==> src/rtl/ipg_pkg.sv <==
// Package of constants, types and register map for the idle power and geometry command block.
package ipg_pkg;

    // ------------------------------------------------------------------
    // Register offsets (byte addresses on the AHB-Lite bus)
    // ------------------------------------------------------------------
    localparam logic [7:0] IPG_OFS_CMD    = 8'h00;
    localparam logic [7:0] IPG_OFS_RESULT = 8'h04;
    localparam logic [7:0] IPG_OFS_GEOM   = 8'h08;
    localparam logic [7:0] IPG_OFS_TIMER  = 8'h0C;
    localparam logic [7:0] IPG_OFS_POWER  = 8'h10;
    localparam logic [7:0] IPG_OFS_IRQ_ST = 8'h14;
    localparam logic [7:0] IPG_OFS_IRQ_CL = 8'h18;
    localparam logic [7:0] IPG_OFS_IRQ_EN = 8'h1C;
    localparam logic [7:0] IPG_OFS_CTRL   = 8'h20;
    localparam logic [7:0] IPG_OFS_ACCESS = 8'h24;

    // ------------------------------------------------------------------
    // Command opcodes
    // ------------------------------------------------------------------
    localparam logic [7:0] IPG_OP_IDLE     = 8'hE3;
    localparam logic [7:0] IPG_OP_IDLE_OLD = 8'h97;
    localparam logic [7:0] IPG_OP_IDLI     = 8'hE1;
    localparam logic [7:0] IPG_OP_IDLI_OLD = 8'h95;
    localparam logic [7:0] IPG_OP_GEOM     = 8'h91;

    // ------------------------------------------------------------------
    // Timeout code decode points and intervals in seconds
    // ------------------------------------------------------------------
    localparam logic [7:0]  IPG_TO_SHORT_MAX = 8'hF0;
    localparam logic [7:0]  IPG_TO_LONG_MAX  = 8'hFB;
    localparam logic [7:0]  IPG_TO_C252      = 8'hFC;
    localparam logic [7:0]  IPG_TO_C253      = 8'hFD;
    localparam logic [7:0]  IPG_TO_C254      = 8'hFE;
    localparam logic [31:0] IPG_SHORT_STEP_S = 32'h0000_0005;
    localparam logic [31:0] IPG_LONG_STEP_S  = 32'h0000_0708;
    localparam logic [31:0] IPG_C252_S       = 32'h0000_04EC;
    localparam logic [31:0] IPG_C253_S       = 32'h0000_7080;
    localparam logic [31:0] IPG_C255_S       = 32'h0000_04FB;

    // ------------------------------------------------------------------
    // Clock figures
    // ------------------------------------------------------------------
    localparam int IPG_CLK_HZ = 250_000_000;

    // ------------------------------------------------------------------
    // Error and status bit positions, interrupt bits, control bits
    // ------------------------------------------------------------------
    localparam int IPG_ERR_ABT   = 2;
    localparam int IPG_ST_ERR    = 0;
    localparam int IPG_ST_DSC    = 4;
    localparam int IPG_ST_RDY    = 6;
    localparam int IPG_ST_BSY    = 7;
    localparam int IPG_IRQ_DONE  = 0;
    localparam int IPG_IRQ_ABORT = 1;
    localparam int IPG_IRQ_STBY  = 2;
    localparam int IPG_IRQ_SPIN  = 3;
    localparam int IPG_IRQ_W     = 4;
    localparam int IPG_CTL_SRST  = 0;
    localparam int IPG_CTL_REVT  = 1;
    localparam int IPG_CTL_SPUP  = 2;

    // ------------------------------------------------------------------
    // Types
    // ------------------------------------------------------------------
    typedef enum logic [1:0] {IPG_PWR_ACTIVE, IPG_PWR_IDLE, IPG_PWR_STANDBY} ipg_pwr_t;

    typedef struct packed {
        logic [7:0] command;
        logic [7:0] dev_head;
        logic [7:0] sec_count;
    } ipg_taskfile_t;

    typedef struct packed {
        logic [7:0] status;
        logic [7:0] error;
    } ipg_result_t;

    typedef struct packed {
        logic [3:0] heads_m1;
        logic [7:0] sectors;
    } ipg_geom_t;

endpackage : ipg_pkg

==> src/rtl/ipg_core.sv <==
// Idle, idle immediate and geometry command interpreter with an AHB-Lite register slave.
//
// Function
// - Idle opcode enters idle at once and loads then starts the standby countdown.
// - Entering idle requests spin-up unless the spindle already rotates.
// - Timeout code zero disables the countdown, any other value enables it.
// - Codes 1 to 240 give the code times five seconds.
// - Codes 241 to 251 give the code minus 240 times thirty minutes.
// - Code 252 is 21 min, 253 is 8 h, 255 is 21 min 15 s; 254 aborts.
// - Enabled countdown expiring with no host access moves the drive to standby.
// - Any host access before expiry reloads the full configured interval.
// - Idle keeps spindle rotating and services new commands without spin-up delay.
// - Idle immediate opcode enters idle with the same spin-up behaviour.
// - Idle immediate leaves the stored countdown setting unchanged.
// - Geometry opcode stores sectors per track and heads minus one from low nibble.
// - Geometry holds until new command, power-off, or soft reset in reverting mode.
// - Sectors per track zero means zero, never 256.
// - Heads minus one field is limited to 0 through 15.
// - Stored geometry is reported in the identify current geometry words.
//
// Chosen here: the register addresses and register access over AHB-Lite.
`timescale 1ns/1ps
module ipg_core
    import ipg_pkg::*;
#(
    parameter int TICKS_PER_SEC = IPG_CLK_HZ
) (
    // Clock and reset.
    input  wire logic        hclk,
    input  wire logic        hresetn,
    // AHB-Lite slave.
    input  wire logic        hsel,
    input  wire logic [31:0] haddr,
    input  wire logic [1:0]  htrans,
    input  wire logic        hwrite,
    input  wire logic [2:0]  hsize,
    input  wire logic        hready,
    input  wire logic [31:0] hwdata,
    output logic      [31:0] hrdata,
    output logic             hreadyout,
    output logic             hresp,
    // Spindle interface.
    input  wire logic        spindle_at_speed,
    output logic             spin_up_req,
    output logic             standby_req,
    // Identify words of the current logical geometry.
    output logic      [15:0] id_cur_heads,
    output logic      [15:0] id_cur_sectors,
    // Interrupt.
    output logic             irq
);

    // ------------------------------------------------------------------
    // Helper functions
    // ------------------------------------------------------------------

    // Converts a standby timeout code into seconds; zero means disabled.
    function automatic logic [31:0] timeout_secs(input logic [7:0] code);
        logic [31:0] c;
        c = {24'h00_0000, code};
        if (code <= IPG_TO_SHORT_MAX) begin
            timeout_secs = c * IPG_SHORT_STEP_S;
        end else if (code <= IPG_TO_LONG_MAX) begin
            timeout_secs = (c - {24'h00_0000, IPG_TO_SHORT_MAX}) * IPG_LONG_STEP_S;
        end else if (code == IPG_TO_C252) begin
            timeout_secs = IPG_C252_S;
        end else if (code == IPG_TO_C253) begin
            timeout_secs = IPG_C253_S;
        end else begin
            timeout_secs = IPG_C255_S;
        end
    endfunction : timeout_secs

    // Word offset match on the captured address.
    function automatic logic addr_is(input logic [7:0] a, input logic [7:0] ofs);
        addr_is = (a == ofs);
    endfunction : addr_is

    // ------------------------------------------------------------------
    // AHB-Lite address phase capture
    // ------------------------------------------------------------------
    logic        wr_pend_q;
    logic [7:0]  addr_q;
    logic        take;
    logic        wr_en;

    // Takes a transfer whenever a NONSEQ or SEQ arrives with the bus ready.
    // The slave never stalls, so each phase lasts one cycle.
    assign take      = hsel && hready && htrans[1];
    assign hreadyout = 1'b1;
    assign hresp     = 1'b0;
    assign wr_en     = wr_pend_q;

    // Captures the address of each accepted transfer for the data phase.
    always_ff @(posedge hclk or negedge hresetn) begin
        if (!hresetn) begin
            wr_pend_q <= 1'b0;
            addr_q    <= 8'h00;
        end else begin
            wr_pend_q <= take && hwrite;
            if (take) begin
                addr_q <= haddr[7:0];
            end
        end
    end

    // ------------------------------------------------------------------
    // Decoded writes
    // ------------------------------------------------------------------
    ipg_taskfile_t tf;
    logic          cmd_wr;
    logic          host_access;
    logic          soft_reset;
    logic          is_idle;
    logic          is_idli;
    logic          is_geom;
    logic          bad_code;
    logic          reject;

    // Splits the command word and decodes the opcode.
    assign tf          = ipg_taskfile_t'(hwdata[23:0]);
    assign cmd_wr      = wr_en && addr_is(addr_q, IPG_OFS_CMD);
    assign soft_reset  = wr_en && addr_is(addr_q, IPG_OFS_CTRL) && hwdata[IPG_CTL_SRST];
    assign is_idle     = (tf.command == IPG_OP_IDLE) || (tf.command == IPG_OP_IDLE_OLD);
    assign is_idli     = (tf.command == IPG_OP_IDLI) || (tf.command == IPG_OP_IDLI_OLD);
    assign is_geom     = (tf.command == IPG_OP_GEOM);
    assign bad_code    = is_idle && (tf.sec_count == IPG_TO_C254);
    assign reject      = cmd_wr && (bad_code || !(is_idle || is_idli || is_geom));
    // Every command or explicit access write counts as host drive access.
    assign host_access = cmd_wr || (wr_en && addr_is(addr_q, IPG_OFS_ACCESS));

    // ------------------------------------------------------------------
    // Soft reset mode: reverting (set) or preserving (clear) geometry
    // ------------------------------------------------------------------
    logic revert_q;

    // Holds the soft reset option chosen by software.
    always_ff @(posedge hclk or negedge hresetn) begin
        if (!hresetn) begin
            revert_q <= 1'b0;
        end else if (wr_en && addr_is(addr_q, IPG_OFS_CTRL)) begin
            revert_q <= hwdata[IPG_CTL_REVT];
        end
    end

    // ------------------------------------------------------------------
    // Geometry store
    // ------------------------------------------------------------------
    ipg_geom_t geom_q;

    // Stores the geometry, kept across soft reset unless reverting is chosen.
    // A geometry command beats a reverting soft reset in one cycle.
    always_ff @(posedge hclk or negedge hresetn) begin
        if (!hresetn) begin
            geom_q <= '0;
        end else if (cmd_wr && is_geom) begin
            geom_q.sectors  <= tf.sec_count;
            geom_q.heads_m1 <= tf.dev_head[3:0];
        end else if (soft_reset && revert_q) begin
            geom_q <= '0;
        end
    end

    // Presents the stored geometry to the identify data assembler.
    always_ff @(posedge hclk or negedge hresetn) begin
        if (!hresetn) begin
            id_cur_heads   <= 16'h0000;
            id_cur_sectors <= 16'h0000;
        end else begin
            id_cur_heads   <= {11'h000, 5'(geom_q.heads_m1) + 5'h01};
            id_cur_sectors <= {8'h00, geom_q.sectors};
        end
    end

    // ------------------------------------------------------------------
    // Command result: status and error
    // ------------------------------------------------------------------
    ipg_result_t res_q;

    // Completes each command at once; busy is never left set.
    always_ff @(posedge hclk or negedge hresetn) begin
        if (!hresetn) begin
            res_q <= '0;
        end else if (cmd_wr) begin
            res_q.status                <= '0;
            res_q.status[IPG_ST_RDY]    <= 1'b1;
            res_q.status[IPG_ST_DSC]    <= 1'b1;
            res_q.status[IPG_ST_BSY]    <= 1'b0;
            res_q.status[IPG_ST_ERR]    <= reject;
            res_q.error                 <= '0;
            res_q.error[IPG_ERR_ABT]    <= reject;
        end
    end

    // ------------------------------------------------------------------
    // Standby timer setting and countdown
    // ------------------------------------------------------------------
    logic [7:0]  to_code_q;
    logic [31:0] sec_left_q;
    logic [31:0] tick_q;
    logic        sec_tick;
    logic        timer_en;
    logic        expire;
    ipg_pwr_t    pwr_q;

    // Timer enable, one-second strobe and expiry.
    // An access in the expiry cycle wins and reloads instead.
    assign timer_en = (to_code_q != 8'h00);
    assign sec_tick = (tick_q == 32'(TICKS_PER_SEC - 1));
    assign expire   = timer_en && (pwr_q != IPG_PWR_STANDBY) && sec_tick
                      && (sec_left_q == 32'h0000_0001) && !host_access;

    // Keeps the timeout code; only the idle command changes it.
    always_ff @(posedge hclk or negedge hresetn) begin
        if (!hresetn) begin
            to_code_q <= 8'h00;
        end else if (cmd_wr && is_idle && !bad_code) begin
            to_code_q <= tf.sec_count;
        end
    end

    // Divides the clock into one-second enable pulses, restarted by any access.
    // The restart gives a reloaded count a full first second.
    always_ff @(posedge hclk or negedge hresetn) begin
        if (!hresetn) begin
            tick_q <= 32'h0000_0000;
        end else if (host_access || sec_tick) begin
            tick_q <= 32'h0000_0000;
        end else begin
            tick_q <= tick_q + 32'h0000_0001;
        end
    end

    // Counts the seconds left, reloaded on new setting or any host access.
    always_ff @(posedge hclk or negedge hresetn) begin
        if (!hresetn) begin
            sec_left_q <= 32'h0000_0000;
        end else if (cmd_wr && is_idle && !bad_code) begin
            sec_left_q <= (tf.sec_count == 8'h00) ? 32'h0000_0000
                                                  : timeout_secs(tf.sec_count);
        end else if (host_access) begin
            sec_left_q <= timer_en ? timeout_secs(to_code_q) : 32'h0000_0000;
        end else if (timer_en && sec_tick && sec_left_q != 32'h0000_0000) begin
            sec_left_q <= sec_left_q - 32'h0000_0001;
        end
    end

    // ------------------------------------------------------------------
    // Power mode and spindle requests
    // ------------------------------------------------------------------
    logic enter_idle;

    // A reserved timeout code never enters idle.
    assign enter_idle = cmd_wr && ((is_idle && !bad_code) || is_idli);

    // Tracks the power mode and falls to standby when the countdown expires.
    always_ff @(posedge hclk or negedge hresetn) begin
        if (!hresetn) begin
            pwr_q <= IPG_PWR_ACTIVE;
        end else begin
            case (pwr_q)
                IPG_PWR_ACTIVE, IPG_PWR_IDLE: begin
                    if (enter_idle) begin
                        pwr_q <= IPG_PWR_IDLE;
                    end else if (expire) begin
                        pwr_q <= IPG_PWR_STANDBY;
                    end
                end
                IPG_PWR_STANDBY: begin
                    if (enter_idle) begin
                        pwr_q <= IPG_PWR_IDLE;
                    end
                end
                default: pwr_q <= IPG_PWR_ACTIVE;
            endcase
        end
    end

    // Asks for spin-up while idle and not at speed; no request when already spinning.
    // Expiry masks the request so a stopping drive is not spun up.
    always_ff @(posedge hclk or negedge hresetn) begin
        if (!hresetn) begin
            spin_up_req <= 1'b0;
            standby_req <= 1'b0;
        end else begin
            spin_up_req <= ((pwr_q == IPG_PWR_IDLE) || enter_idle)
                           && !spindle_at_speed && !expire;
            standby_req <= (pwr_q == IPG_PWR_STANDBY) && !enter_idle;
        end
    end

    // ------------------------------------------------------------------
    // Interrupt status, enable and clear
    // ------------------------------------------------------------------
    logic [IPG_IRQ_W-1:0] ist_q;
    logic [IPG_IRQ_W-1:0] ien_q;
    logic [IPG_IRQ_W-1:0] ev;
    logic [IPG_IRQ_W-1:0] clr;
    logic                 spin_q;

    // Events are speed reached, expiry, abort and command done.
    assign ev  = {spindle_at_speed && !spin_q, expire, reject, cmd_wr};
    assign clr = (wr_en && addr_is(addr_q, IPG_OFS_IRQ_CL)) ? hwdata[IPG_IRQ_W-1:0] : '0;

    // Sets sticky status on events; a set in the clear cycle wins.
    always_ff @(posedge hclk or negedge hresetn) begin
        if (!hresetn) begin
            ist_q  <= '0;
            ien_q  <= '0;
            spin_q <= 1'b0;
            irq    <= 1'b0;
        end else begin
            spin_q <= spindle_at_speed;
            ist_q  <= (ist_q & ~clr) | ev;
            if (wr_en && addr_is(addr_q, IPG_OFS_IRQ_EN)) begin
                ien_q <= hwdata[IPG_IRQ_W-1:0];
            end
            // The line follows the next status, so it rises with the flag.
            irq <= |(((ist_q & ~clr) | ev) & ien_q);
        end
    end

    // ------------------------------------------------------------------
    // Read data
    // ------------------------------------------------------------------

    // Drives read data for the captured address; unmapped reads give zero.
    // Reads have no side effects, so polling never clears a flag.
    always_comb begin
        hrdata = 32'h0000_0000;
        case (addr_q)
            IPG_OFS_RESULT: hrdata = {16'h0000, res_q};
            IPG_OFS_GEOM:   hrdata = {20'h0_0000, geom_q};
            IPG_OFS_TIMER:  hrdata = {sec_left_q[23:0], to_code_q};
            IPG_OFS_POWER:  hrdata = {29'h0000_0000, spin_up_req, 2'(pwr_q)};
            IPG_OFS_IRQ_ST: hrdata = {28'h000_0000, ist_q};
            IPG_OFS_IRQ_EN: hrdata = {28'h000_0000, ien_q};
            IPG_OFS_CTRL:   hrdata = {30'h0000_0000, revert_q, 1'b0};
            default:        hrdata = 32'h0000_0000;
        endcase
    end

endmodule : ipg_core

==> config.mk <==
export PLATFORM = sky130hd
export DESIGN_NAME = ipg_core
export DESIGN_NICKNAME = d
export VERILOG_FILES = /design/src/rtl/ipg_pkg.sv /design/src/rtl/ipg_core.sv
export SDC_FILE = /design/constraint.sdc
export NUM_CORES = 1
export LEC_CHECK = 0
export BUFFER_PORTS_ARGS = -buffer_cell sky130_fd_sc_hd__buf_2
export CAP_MARGIN = 20
export CORE_UTILIZATION = 35
export CTS_CLUSTER_SIZE = 25
export DETAILED_ROUTE_END_ITERATION = 7
export GPL_TIMING_DRIVEN = 0
export HOLD_SLACK_MARGIN = 0.12
export PLACE_DENSITY = 0.54
export SYNTH_ARGS = -nofsm -noshare
export SYNTH_HDL_FRONTEND = slang
export SYNTH_SLANG_ARGS = --single-unit
==> constraint.sdc <==
create_clock -name hclk -period 6 [get_ports hclk]
set_input_delay 1.2 -clock hclk [delete_from_list [all_inputs] [get_ports hclk]]
set_output_delay 1.2 -clock hclk [all_outputs]
set_load 0.05 [all_outputs]
=== Word level (Yosys, flattened, before mapping) ===
Cells that the tools add are included.

* Memories kept: 0
* ROM bits: 0
* Output and inout bits: 69
* Logic and storage cells: 137
* Bits in latches: 0
* Input bits: 75
* Register bits: 124
* Bits in writable memories: 0

* $mul: 4
* Bitwise logic cells: 4
* Divide/modulo/power cells: 0
* Mux-type cells: 22
* Shifts and indexed selects: 0
* Magnitude comparators: 4
* Equal/unequal tests: 26
* Reduce and logical (&&, ||, !) cells: 53
* Add/sub/neg operators: 5

{| class="wikitable"
|+ Operator list
! cell !! number
|-
| 32-bit 2-to-1 mux || 11
|-
| 32-bit case mux with 7 select lines || 1
|-
| 8-bit equality test (second input constant) || 10
|-
| 32-bit by 8-bit multiplier with 29-bit output (second input constant) || 2
|-
| 15-bit 2-to-1 mux || 3
|-
| 32-bit by 1-bit adder with 32-bit output (second input constant) || 1
|-
| 32-bit by 1-bit equality test with 1-bit output (second input constant) || 1
|-
| 32-bit by 28-bit equality test with 1-bit output (second input constant) || 1
|-
| 8-bit by 5-bit equality test with 1-bit output (second input constant) || 4
|-
| 8-bit <= comparator (second input constant) || 4
|-
| 32-bit nonzero test || 1
|-
| 32-bit by 1-bit subtractor with 32-bit output (second input constant) || 1
|-
| 1-bit logical AND || 27
|-
| 12-bit 2-to-1 mux || 2
|-
| 8-bit by 3-bit multiplier with 11-bit output (second input constant) || 2
|-
| 8-bit by 8-bit subtractor with 9-bit output (second input constant) || 2
|-
| 8-bit by 4-bit equality test with 1-bit output (second input constant) || 2
|-
| 8-bit by 6-bit equality test with 1-bit output (second input constant) || 2
|-
| 8-bit logical NOT || 2
|-
| 1-bit logical OR || 9
|-
| 4-bit bitwise AND || 2
|-
| 8-bit by 3-bit equality test with 1-bit output (second input constant) || 1
|-
| 8-bit nonzero test || 1
|-
| 1-bit logical NOT || 7
|-
| other kinds (16) || 19
|}

=== Longest topological paths before layout ===
Gate-level depths: netlist of run 1.

* Depth in word-level cells: 10
* Depth in mapped cells: 17
* Gate-level depth less buffers: 16

=== Worst setup path before layout of run 1 ===
No wires, ideal clock.

* Path kind: in2reg
* From: input port hwdata[4]
* To: register sec_left_q[27]
* Path slack: 0.523 ns
* Buffers on the path: 0
* Stages on the path: 14
* Setup time: 0.121 ns
* Arrival: 5.356 ns
* Required time: 5.879 ns
* Path through: ha_1 nand3_1 clkinv_1 fa_1 inv_1 ha_1 fa_1 ha_1 ha_1 o21ai_0 o31ai_1 o32a_1 o31ai_1 a22o_1

* Word-level cells in the longest chain between the ends: 6
* Elaborated cells between the ends (all ways): 14
* Classes of those cells: 1 x add/sub; 1 x mul; 2 x order compare; 1 x eq/ne; 4 x mux; 5 x reduce/logical

{| class="wikitable"
|+ RTL lines
! what !! RTL line !! source
|-
| from (decl) || ipg_core.sv:38 || <nowiki>input wire logic [31:0] hwdata,</nowiki>
|-
| 8-bit by 8-bit subtractor with 9-bit output || ipg_core.sv:64 || <nowiki>timeout_secs = (c - {24'h00_0000, IPG_TO_SHORT_MAX}) * IPG_LONG_STEP_S;</nowiki>
|-
| 32-bit by 8-bit multiplier with 29-bit output || ipg_core.sv:64 ||
|-
| 32-bit 2-to-1 mux || ipg_core.sv:63 || <nowiki>end else if (code <= IPG_TO_LONG_MAX) begin</nowiki>
|-
| 32-bit 2-to-1 mux || ipg_core.sv:61 || <nowiki>if (code <= IPG_TO_SHORT_MAX) begin</nowiki>
|-
| 32-bit 2-to-1 mux || ipg_core.sv:239 || <nowiki>sec_left_q <= (tf.sec_count == 8'h00) ? 32'h0000_0000</nowiki>
|-
| 32-bit 2-to-1 mux || ipg_core.sv:238 || <nowiki>end else if (cmd_wr && is_idle && !bad_code) begin</nowiki>
|-
| to (signal assigned) || ipg_core.sv:239 ||
|-
| to (signal assigned) || ipg_core.sv:242 || <nowiki>sec_left_q <= timer_en ? timeout_secs(to_code_q) : 32'h0000_0000;</nowiki>
|-
| to (signal assigned) || ipg_core.sv:244 || <nowiki>sec_left_q <= sec_left_q - 32'h0000_0001;</nowiki>
|-
| to (decl) || ipg_core.sv:199 || <nowiki>logic [31:0] sec_left_q;</nowiki>
|}

Parallel ways exist; a longest one is shown, timed or not.
A chain may end at the register's enable or synchronous reset.

=== Worst setup path after layout of run 1 ===
* From: input port hwdata[4]
* To: register sec_left_q[30]

Same word-level chain as after synthesis.

==> results.cfg, run 1 <==
[outcome]
status = finished, final reports clean

[floorplanning]
die_h_um = 172
die_x_um = 172
dieArea_um2 = 29700
initial_core_util = 0.360
rows = 61
pin_count = 144
core_area_um2 = 28200

[yosys]
ys_seq_area_frac = 0.303
synth.most_common_cell = dfrtp_1
syn_area_um2 = 10100
netlist.top_cell.by_area = dfrtp_1
yosys.cell_types.count = 79
ys_warn_count = 0
ys_top_cells_by_area = dfrtp_1, ha_1, fa_1
syn_inst = 1107
synth_top_flop_cell = dfrtp_1
synthArstFlopShare = 1.00
ys_ff_latch = 123
synth_common_cells = dfrtp_1, ha_1, nor2_1, nand2_1, a21oi_1
synth_top_area_share = 0.303
synth_edf_count = 0
avgSynthCellArea_um2 = 9.17

[setup_path]
crit_start = hwdata[4]
worstPathRequired_ns = 6.34
crit_path_max_fanout = 8
cp_slowest_stage_delay_ns = 0.52
crit_chain = buf_2, clkbuf_1, nand3_1, xnor2_1, inv_1, fa_1, inv_1, ha_1, fa_1, ha_1, ha_1, nor4_1, o21ai_0, a31o_2, a21oi_1, nor2_1, a21oi_1
r2r-start = to_code_q[5]$_DFFE_PN0P_
crit_path_frequent_cell = ha_1
crit_slowest_cell = fa_1
path_class = in -> reg
crit_arrival_ns = 5.95
critPathLaunchType = primary input
cp-end-kind = flip-flop

[global_routing]
antenna_found_initial = 0
grt_max_degree = 69
grt_pass1_vias = 8218
track_usage = 0.208
grt_pass1_wl_um = 46900
grt-ovfl-total = 0

[placed_design]
dp_hpwl_um = 23300
place_congestion = 0.886
numPortBuffers = 82
dpl_worst_slack_ns = -0.726
place_area_um2 = 11100

[timing]
tightest_slew_ns = 0.802
fin_ws_ns = 0.395
min_period_ns = 5.61
clock_skew_ns = 0.0172
final-setup-viol-count = 0
timing.final.crit_share = 0.934
rsz0062_at_grt = false
hold_violations = 0
fmax_mhz = 178
report.final.slew_viol_count = 0
slew_headroom = 0.458

[power]
peakVddDrop_mv = 0.183
p_leak_nw = 5.38
power_mw = 2.98
cellPowerDensity_nw_per_um2 = 254

[cells_and_area]
area_delta_synth_final_pct = 15.9
n_antenna_cell = 0
layout-drive-gt1-share = 0.149
layout.nets = 1441
final_area_um2 = 11800

[clocking]
htreeDepth = 4
hold_buffers = 0
path_clk_slew_ns = 0.06
cts_root_buffer = clkbuf_16
cts_max_path_buffers = 2
postCtsSetupRepairBufs = 0
cts-buffers-inserted = 17
cts_tree = done
clk_latency_ns = 0.43
clock_sinks = 123

[min_path]
min_from = geom_q[3]$_DFFE_PN0P_
holdCritPathClass = reg -> reg

[routing]
wl_um = 29900
drtAntennaViolNets = 0
wire_per_inst_um = 18.5
first_iter_violations = 571
vias = 8814
dr.pass1.iters = 6
viasPerCell = 5.44
route.detailed.drc = 0

[flow_run]
maxCapViolCount = 0
[final timing paths]
path                       slack, ns  depth (start not counted)                     endpoint
setup / recovery                0.39                         17   sec_left_q[30]$_DFFE_PN0P_
hold / removal                  0.42                          0  id_cur_sectors[3]$_DFF_PN0_
setup reg to reg                0.51                         17   sec_left_q[26]$_DFFE_PN0P_
hold reg to reg                 0.42                          0  id_cur_sectors[3]$_DFF_PN0_
max in group asynchronous       4.51                          2        addr_q[0]$_DFFE_PN0P_
min in group asynchronous       0.74                          1   sec_left_q[22]$_DFFE_PN0P_
[logic make-up (layout without fill, tap and decap cells)]
group	count (synthesis)	count (layout)	share of synthesized area
AOI/OAI and AO/OA	266	266	0.176
xor gates and xnor gates	80	80	0.0690
adders and majority gates	137	137	0.190
buffers and inverters	105	221	0.0491
DFF	123	123	0.303
muxes	14	14	0.0149
other	2	21	0.000740
and+or+nand+nor	380	380	0.197
[worst max-delay path: cells and delay by family]
kind            cells  cell delay, ns
compound gates      4            1.00
xor+xnor            1            0.47
buf+inv             4            0.70
simple gates        3            0.69
fa+ha+maj           5            1.88
[through the flow]
stage	hold slack (ns)	instances	TNS (ns)	util
after floorplan	0.374	1126	0	-
after global placement	0.405	1586	-6.92	0.394
after CTS	0.420	1620	0	0.417
after global routing	0.432	1620	0	0.418
after detailed placement	0.402	1588	-7.30	0.396
final	0.418	1620	0	0.418
[where the power goes]
part / switching [mW] / internal, mW / total (mW)
clock network: 0.443 / 0.629 / 1.07
registers: 0.0792 / 0.893 / 0.972
logic: 0.566 / 0.374 / 0.941
total: 1.09 / 1.90 / 2.98
[cells in the final DEF, fill, tap and decap left out, types with 7 or more instances in the layout]
cell type and count:
o21bai_1 7, inv_1 45, clkbuf_1 27, xnor2_1 47, a21o_1 11, mux2_2 9, clkbuf_16 17, dfrtp_1 123
a21oi_1 75, conb_1 21, fa_1 28, a22o_1 24, nand4_1 15, or3_1 15, a22oi_1 11, o21ai_0 49
ha_1 109, nand3_1 34, buf_4 24, buf_2 86, xor2_1 33, nor4_1 15, o22ai_1 13, and3_1 18
nor2_1 91, nand2_1 85, nor3_1 20, and2_1 27, a211oi_1 17
[sequential cells by signal, indices dropped and copies added, names as in the netlist, 2 cells and up]
| signal | cells |
|---|---|
| tick_q | 32 |
| addr_q | 8 |
| ist_q | 4 |
| to_code_q | 8 |
| ien_q | 4 |
| pwr_q | 2 |
| id_cur_sectors | 8 |
| res_q | 2 |
| sec_left_q | 32 |
| geom_q | 12 |
| id_cur_heads | 5 |
[cell type report]
type	instances	area, µm²
buffer	58	322
multi-input combinational	898	6660
tap	378	473
timing repair buffer	84	454
fill	2870	16400
clock inverter	15	178
clock buffer	17	425
inverter	47	178
sequential	123	3080
[repair_timing]
action                     CTS  global route
setup endpoints to repair    9            13
resized for setup            2             2
gates cloned                 0             0
[metal layers]
layer  GRT usage  routed length [µm]  vias up
li1            -                   -     4232
met1       0.308               14800     4329
met2       0.319               13400      228
met3      0.0355                1490       25
met4      0.0331                 263        0
met5           0                   0        -
No activity file was read; power rests on OpenSTA's default activity.
==> run 2: changes to the inputs <==
BUFFER_PORTS_ARGS = not set   (was -buffer_cell sky130_fd_sc_hd__buf_2)
CAP_MARGIN = not set   (was 20)
CORE_UTILIZATION = 50   (was 35)
DONT_BUFFER_PORTS = 1   (was not set)
PLACE_DENSITY = 0.66   (was 0.54)
==> run 2 against run 1 <==
  * Critical path depth down 1
  * Die area decreased by 30%
  * Design area decreased by 4.8%
  * Sequential cell count is the same
  * Largest cell class unchanged
  * Non-clock buffer count shrank 84
  * First-iteration DRC count increased by 21%
==> results.cfg, run 2 (synthesis gave the netlist of run 1 again) <==
[setup_path]
reg2reg_depth = 16
r2r_slack_ns = 0.44
cp-end-kind = flip-flop
critPathLaunchType = flip-flop
crit_arrival_ns = 5.90
path_class = reg -> reg
worstPathRequired_ns = 6.34
r2r-start = to_code_q[5]$_DFFE_PN0P_
crit_path_max_fanout = 12
r2r-end = sec_left_q[24]$_DFFE_PN0P_

[floorplanning]
initial_core_util = 0.516
die_x_um = 144
rows = 51
pin_count = 144
die_h_um = 144
dieArea_um2 = 20900
core_area_um2 = 19700

[timing]
final-setup-viol-count = 0
hold_violations = 0
timing.final.crit_share = 0.926
fin_ws_ns = 0.443
rsz0062_at_grt = false
clock_skew_ns = 0.0138
min_period_ns = 5.56
fmax_mhz = 180
tightest_slew_ns = 0.931
report.final.slew_viol_count = 0
slew_headroom = 0.370

[routing]
top_layer = met4
vias = 8538
drtAntennaViolNets = 0
met3_length_um = 1950
wl_met1_um = 12700
dr.pass1.iters = 5
dr_wl_met2_um = 12900
wire_per_inst_um = 19.7
wl_um = 28100
first_iter_violations = 693
route.detailed.drc = 0
viasPerCell = 6.00

[clocking]
cts_root_buffer = clkbuf_16
htreeDepth = 4
clock_sinks = 123
cts_max_path_buffers = 2
postCtsSetupRepairBufs = 0
path_clk_slew_ns = 0.06
clk_latency_ns = 0.43
cts-buffers-inserted = 17
hold_buffers = 0
cts_tree = done

[cells_and_area]
mostFrequentLayoutCell = dfrtp_1
layout_common_cells = dfrtp_1, ha_1, nor2_1, nand2_1, a21oi_1
reg_top3 = sec_left_q x32, tick_q x32, geom_q x12
area_delta_synth_final_pct = 10.3
utilization = 0.570
n_antenna_cell = 0
layout.nets = 1357
layout-drive-gt1-share = 0.0856

[min_path]
whs_path_depth = 0
hold_end = id_cur_sectors[7]$_DFF_PN0_
min_from = geom_q[7]$_DFFE_PN0P_
holdCritPathClass = reg -> reg

[placed_design]
dp_hpwl_um = 21000
dpl_worst_slack_ns = -0.510
place_congestion = 0.973
numPortBuffers = 0

[global_routing]
grt_pass1_vias = 8178
grt_max_degree = 124
grt-ovfl-total = 0
antenna_found_initial = 0
track_usage = 0.280
grt_pass1_wl_um = 44200

[power]
p_leak_nw = 4.97
peakVddDrop_mv = 0.306
cellPowerDensity_nw_per_um2 = 265

[outcome]
status = finished, final reports clean

[flow_run]
maxCapViolCount = 0
run 2: cell count changes in the layout (fill, tap and decap cells not counted), sizes merged:
cell and change:
buf -83, inv -8, clkbuf +3, bufinv +2, clkinv +2, clkdlybuf4s18 -1
run 2: worst max path at each step:
stage	cells after the start	end	slack [ns]	startpoint
floorplan	14	sec_left_q[27]$_DFFE_PN0P_	0.52	hwdata[4]
global placement	14	sec_left_q[27]$_DFFE_PN0P_	-0.47	hwdata[6]
detailed placement	14	sec_left_q[27]$_DFFE_PN0P_	-0.51	hwdata[6]
CTS	16	sec_left_q[20]$_DFFE_PN0P_	0.12	hwdata[6]
global route	15	sec_left_q[30]$_DFFE_PN0P_	0.17	hwdata[6]
finish	16	sec_left_q[24]$_DFFE_PN0P_	0.44	to_code_q[5]$_DFFE_PN0P_
run 2: what timing repair did:
| action | CTS | global route |
|---|---|---|
| endpoints found under the setup margin | 10 | 13 |
| endpoints found under the hold margin | 0 | 0 |
| gates resized for setup | 2 | 2 |
run 2: where the power goes:
| group | switching (mW) | total, mW | internal (mW) |
|---|---|---|---|
| combinational | 0.528 | 0.887 | 0.359 |
| clock | 0.390 | 1.10 | 0.714 |
| sequential | 0.0838 | 0.978 | 0.894 |
| total | 1.00 | 2.97 | 1.97 |
run 2: worst max-delay path: stages (launching register included):
cell and delay, ns:
dfrtp_1 0.53, ha_1 0.34, nand3_2 0.34, clkinv_1 0.37, fa_1 0.61, inv_1 0.04
ha_1 0.30, fa_1 0.46, ha_1 0.30, ha_1 0.33, o21ai_0 0.33, nor2_1 0.08
o31a_1 0.14, a31o_2 0.28, nor4_2 0.62, o21ai_0 0.19, a21oi_1 0.20
run 2: through the flow:
step | total power [mW] | setup TNS [ns] | std cells | area (µm²) | hold WS, ns
2_1_floorplan | 1.64 | 0 | 1126 | 10200 | 0.374
3_3_place_gp | 1.84 | -3.54 | 1391 | 10600 | 0.403
3_5_place_dp | 1.85 | -4.53 | 1391 | 10600 | 0.401
4_1_cts | 2.96 | 0 | 1422 | 11200 | 0.411
5_1_grt | 3.12 | 0 | 1422 | 11200 | 0.418
6_report | 2.97 | 0 | 1422 | 11200 | 0.411
run 2: layout make-up:
cell class / instances / area [µm²]
fillers: 1826 / 8460
multi-input cells: 898 / 6670
flip-flops and latches: 123 / 3080
clock buffers: 20 / 457
well taps: 265 / 332
plain buffers: 58 / 322
inverters: 47 / 176
clock inverters: 11 / 168
run 2: metal layers:
metal | track usage | vias to the layer above
met4 | 0.0776 | 0
met5 | 0 | -
met1 | 0.389 | 4118
li1 | - | 4057
met3 | 0.0536 | 48
met2 | 0.441 | 315
==> run 3: changes to the inputs <==
CORE_UTILIZATION = 57   (was 50)
PLACE_DENSITY = 0.73   (was 0.66)
==> run 3 against run 2 <==
  * Setup slack improved by 0.072 ns
  * Clock power decreased by 12%
  * Worst hold slack got worse by 0.0021 ns
  * Combinational power decreased by 0.6%
  * Register-to-register slack improved by 0.07 ns
  * Largest cell class unchanged
  * Via count increased by 1.2%
  * Global-route usage increased by 2.9 points
  * Largest power group is now registers
  * Utilization increased by 6.8 points
  * Count of clock-buffer cells in the layout increased by 2
==> results.cfg, run 3 (synthesis gave the netlist of run 1 again) <==
[min_path]
holdCritPathClass = reg -> reg

[setup_path]
crit_chain = ha_1, nand3_2, clkinv_1, fa_1, inv_1, ha_1, fa_1, ha_1, ha_1, o21ai_0, nor2_1, o31a_1, a31o_2, nor4_2, a22oi_1, a21oi_1
cp_slowest_stage_delay_ns = 0.61
cp-end-kind = flip-flop
critPathLaunchType = flip-flop
path_class = reg -> reg
cp_num_buf_inv = 2
crit_slowest_cell = fa_1
worstPathRequired_ns = 6.34
crit_path_max_fanout = 12
crit_arrival_ns = 5.82
crit_family = adder cells
crit_path_frequent_cell = ha_1
r2r_slack_ns = 0.52

[placed_design]
place_area_um2 = 10500
numPortBuffers = 0
place_congestion = 0.946
dp_hpwl_um = 20500

[routing]
viasPerCell = 6.26
dr.pass1.iters = 5
route.detailed.drc = 0
drtAntennaViolNets = 0
first_iter_violations = 679
wl_um = 27400
vias = 8639
wire_per_inst_um = 19.8

[cells_and_area]
nFillCells = 1466
layout_common_cells = dfrtp_1, ha_1, nor2_1, nand2_1, a21oi_1
utilization = 0.638
mostFrequentLayoutCell = dfrtp_1
area_delta_synth_final_pct = 9.14
final_area_um2 = 11100
layout.nets = 1357
reg_top3 = sec_left_q x32, tick_q x32, geom_q x12
layout-drive-gt1-share = 0.0848
n_antenna_cell = 0

[global_routing]
grt_pass1_vias = 8355
grt_max_degree = 124
grt-ovfl-total = 0
antenna_found_initial = 1
grt_pass1_wl_um = 43400
track_usage = 0.308

[clocking]
cts-buffers-inserted = 17
path_clk_slew_ns = 0.05
clock_sinks = 123
cts_max_path_buffers = 2
hold_buffers = 0
clk_latency_ns = 0.43
cts_tree = done
cts_root_buffer = clkbuf_16
htreeDepth = 4

[timing]
tightest_slew_ns = 0.797
slew_headroom = 0.461
clock_skew_ns = 0.0116
final-setup-viol-count = 0
hold_violations = 0
min_period_ns = 5.48
rsz0062_at_grt = false
timing.final.crit_share = 0.914
report.final.slew_viol_count = 0
fmax_mhz = 182

[floorplanning]
initial_core_util = 0.585
dieArea_um2 = 18300
die_x_um = 135
core_area_um2 = 17400
die_h_um = 135
pin_count = 144
rows = 48

[power]
p_leak_nw = 4.95
peakVddDrop_mv = 0.209
power_mw = 2.83
cellPowerDensity_nw_per_um2 = 255

[outcome]
status = finished, final reports clean

[flow_run]
maxCapViolCount = 0
run 3: cell types whose count changed in the layout (fill, tap and decap cells not counted), sizes merged:
| cell | previous run | this run |
|---|---|---|
| bufinv | 4 | 1 |
| clkinv | 6 | 9 |
| clkbuf | 47 | 49 |
| clkinvlp | 2 | 0 |
| inv | 46 | 45 |
run 3: path summary, 6_finish.rpt:
check,startpoint,endpoint,depth (start not counted)
min in group asynchronous,hresetn,sec_left_q[12]$_DFFE_PN0P_,0
hold reg to reg,geom_q[7]$_DFFE_PN0P_,id_cur_sectors[7]$_DFF_PN0_,0
setup / recovery,to_code_q[5]$_DFFE_PN0P_,sec_left_q[28]$_DFFE_PN0P_,16
hold / removal,geom_q[7]$_DFFE_PN0P_,id_cur_sectors[7]$_DFF_PN0_,0
setup reg to reg,to_code_q[5]$_DFFE_PN0P_,sec_left_q[28]$_DFFE_PN0P_,16
max in group asynchronous,hresetn,id_cur_sectors[4]$_DFF_PN0_,0
run 3: power breakdown:
group,internal (mW),leakage [nW],total [mW],switching (mW)
Clock,0.604,0.281,0.970,0.367
Sequential,0.894,1.49,0.976,0.0819
Combinational,0.360,3.18,0.882,0.523
run 3: area by class of cell:
type / count / area [µm²] / share of cell area
plain buffers: 58 / 322 / 0.0290
inverters: 47 / 176 / 0.0159
well taps: 225 / 282 / 0.0254
multi-input cells: 898 / 6670 / 0.602
clock buffers: 22 / 484 / 0.0437
flip-flops and latches: 123 / 3080 / 0.278
clock inverters: 8 / 68.8 / 0.00621
run 3: timing repair:
action / CTS / global route
gates resized for setup: 2 / 2
setup buffers: 0 / 0
setup endpoints to repair: 7 / 11
run 3: routing by layer:
| metal | share of wire | up-vias | GRT usage |
|---|---|---|---|
| met4 | 0.028 | 0 | 0.111 |
| li1 | - | 4058 | - |
| met5 | 0 | - | 0 |
| met1 | 0.43 | 4161 | 0.424 |
| met2 | 0.46 | 364 | 0.481 |
| met3 | 0.078 | 56 | 0.0606 |
run 3: stage by stage:
| stage | setup WS (ns) | hold slack (ns) | setup TNS, ns | std cells |
|---|---|---|---|---|
| after floorplan | 0.523 | 0.374 | 0 | 1126 |
| after global placement | -0.420 | 0.397 | -2.53 | 1351 |
| after detailed placement | -0.470 | 0.394 | -3.51 | 1351 |
| after CTS | 0.158 | 0.405 | 0 | 1381 |
| after global routing | 0.227 | 0.409 | 0 | 1381 |
| final | 0.515 | 0.409 | 0 | 1381 |
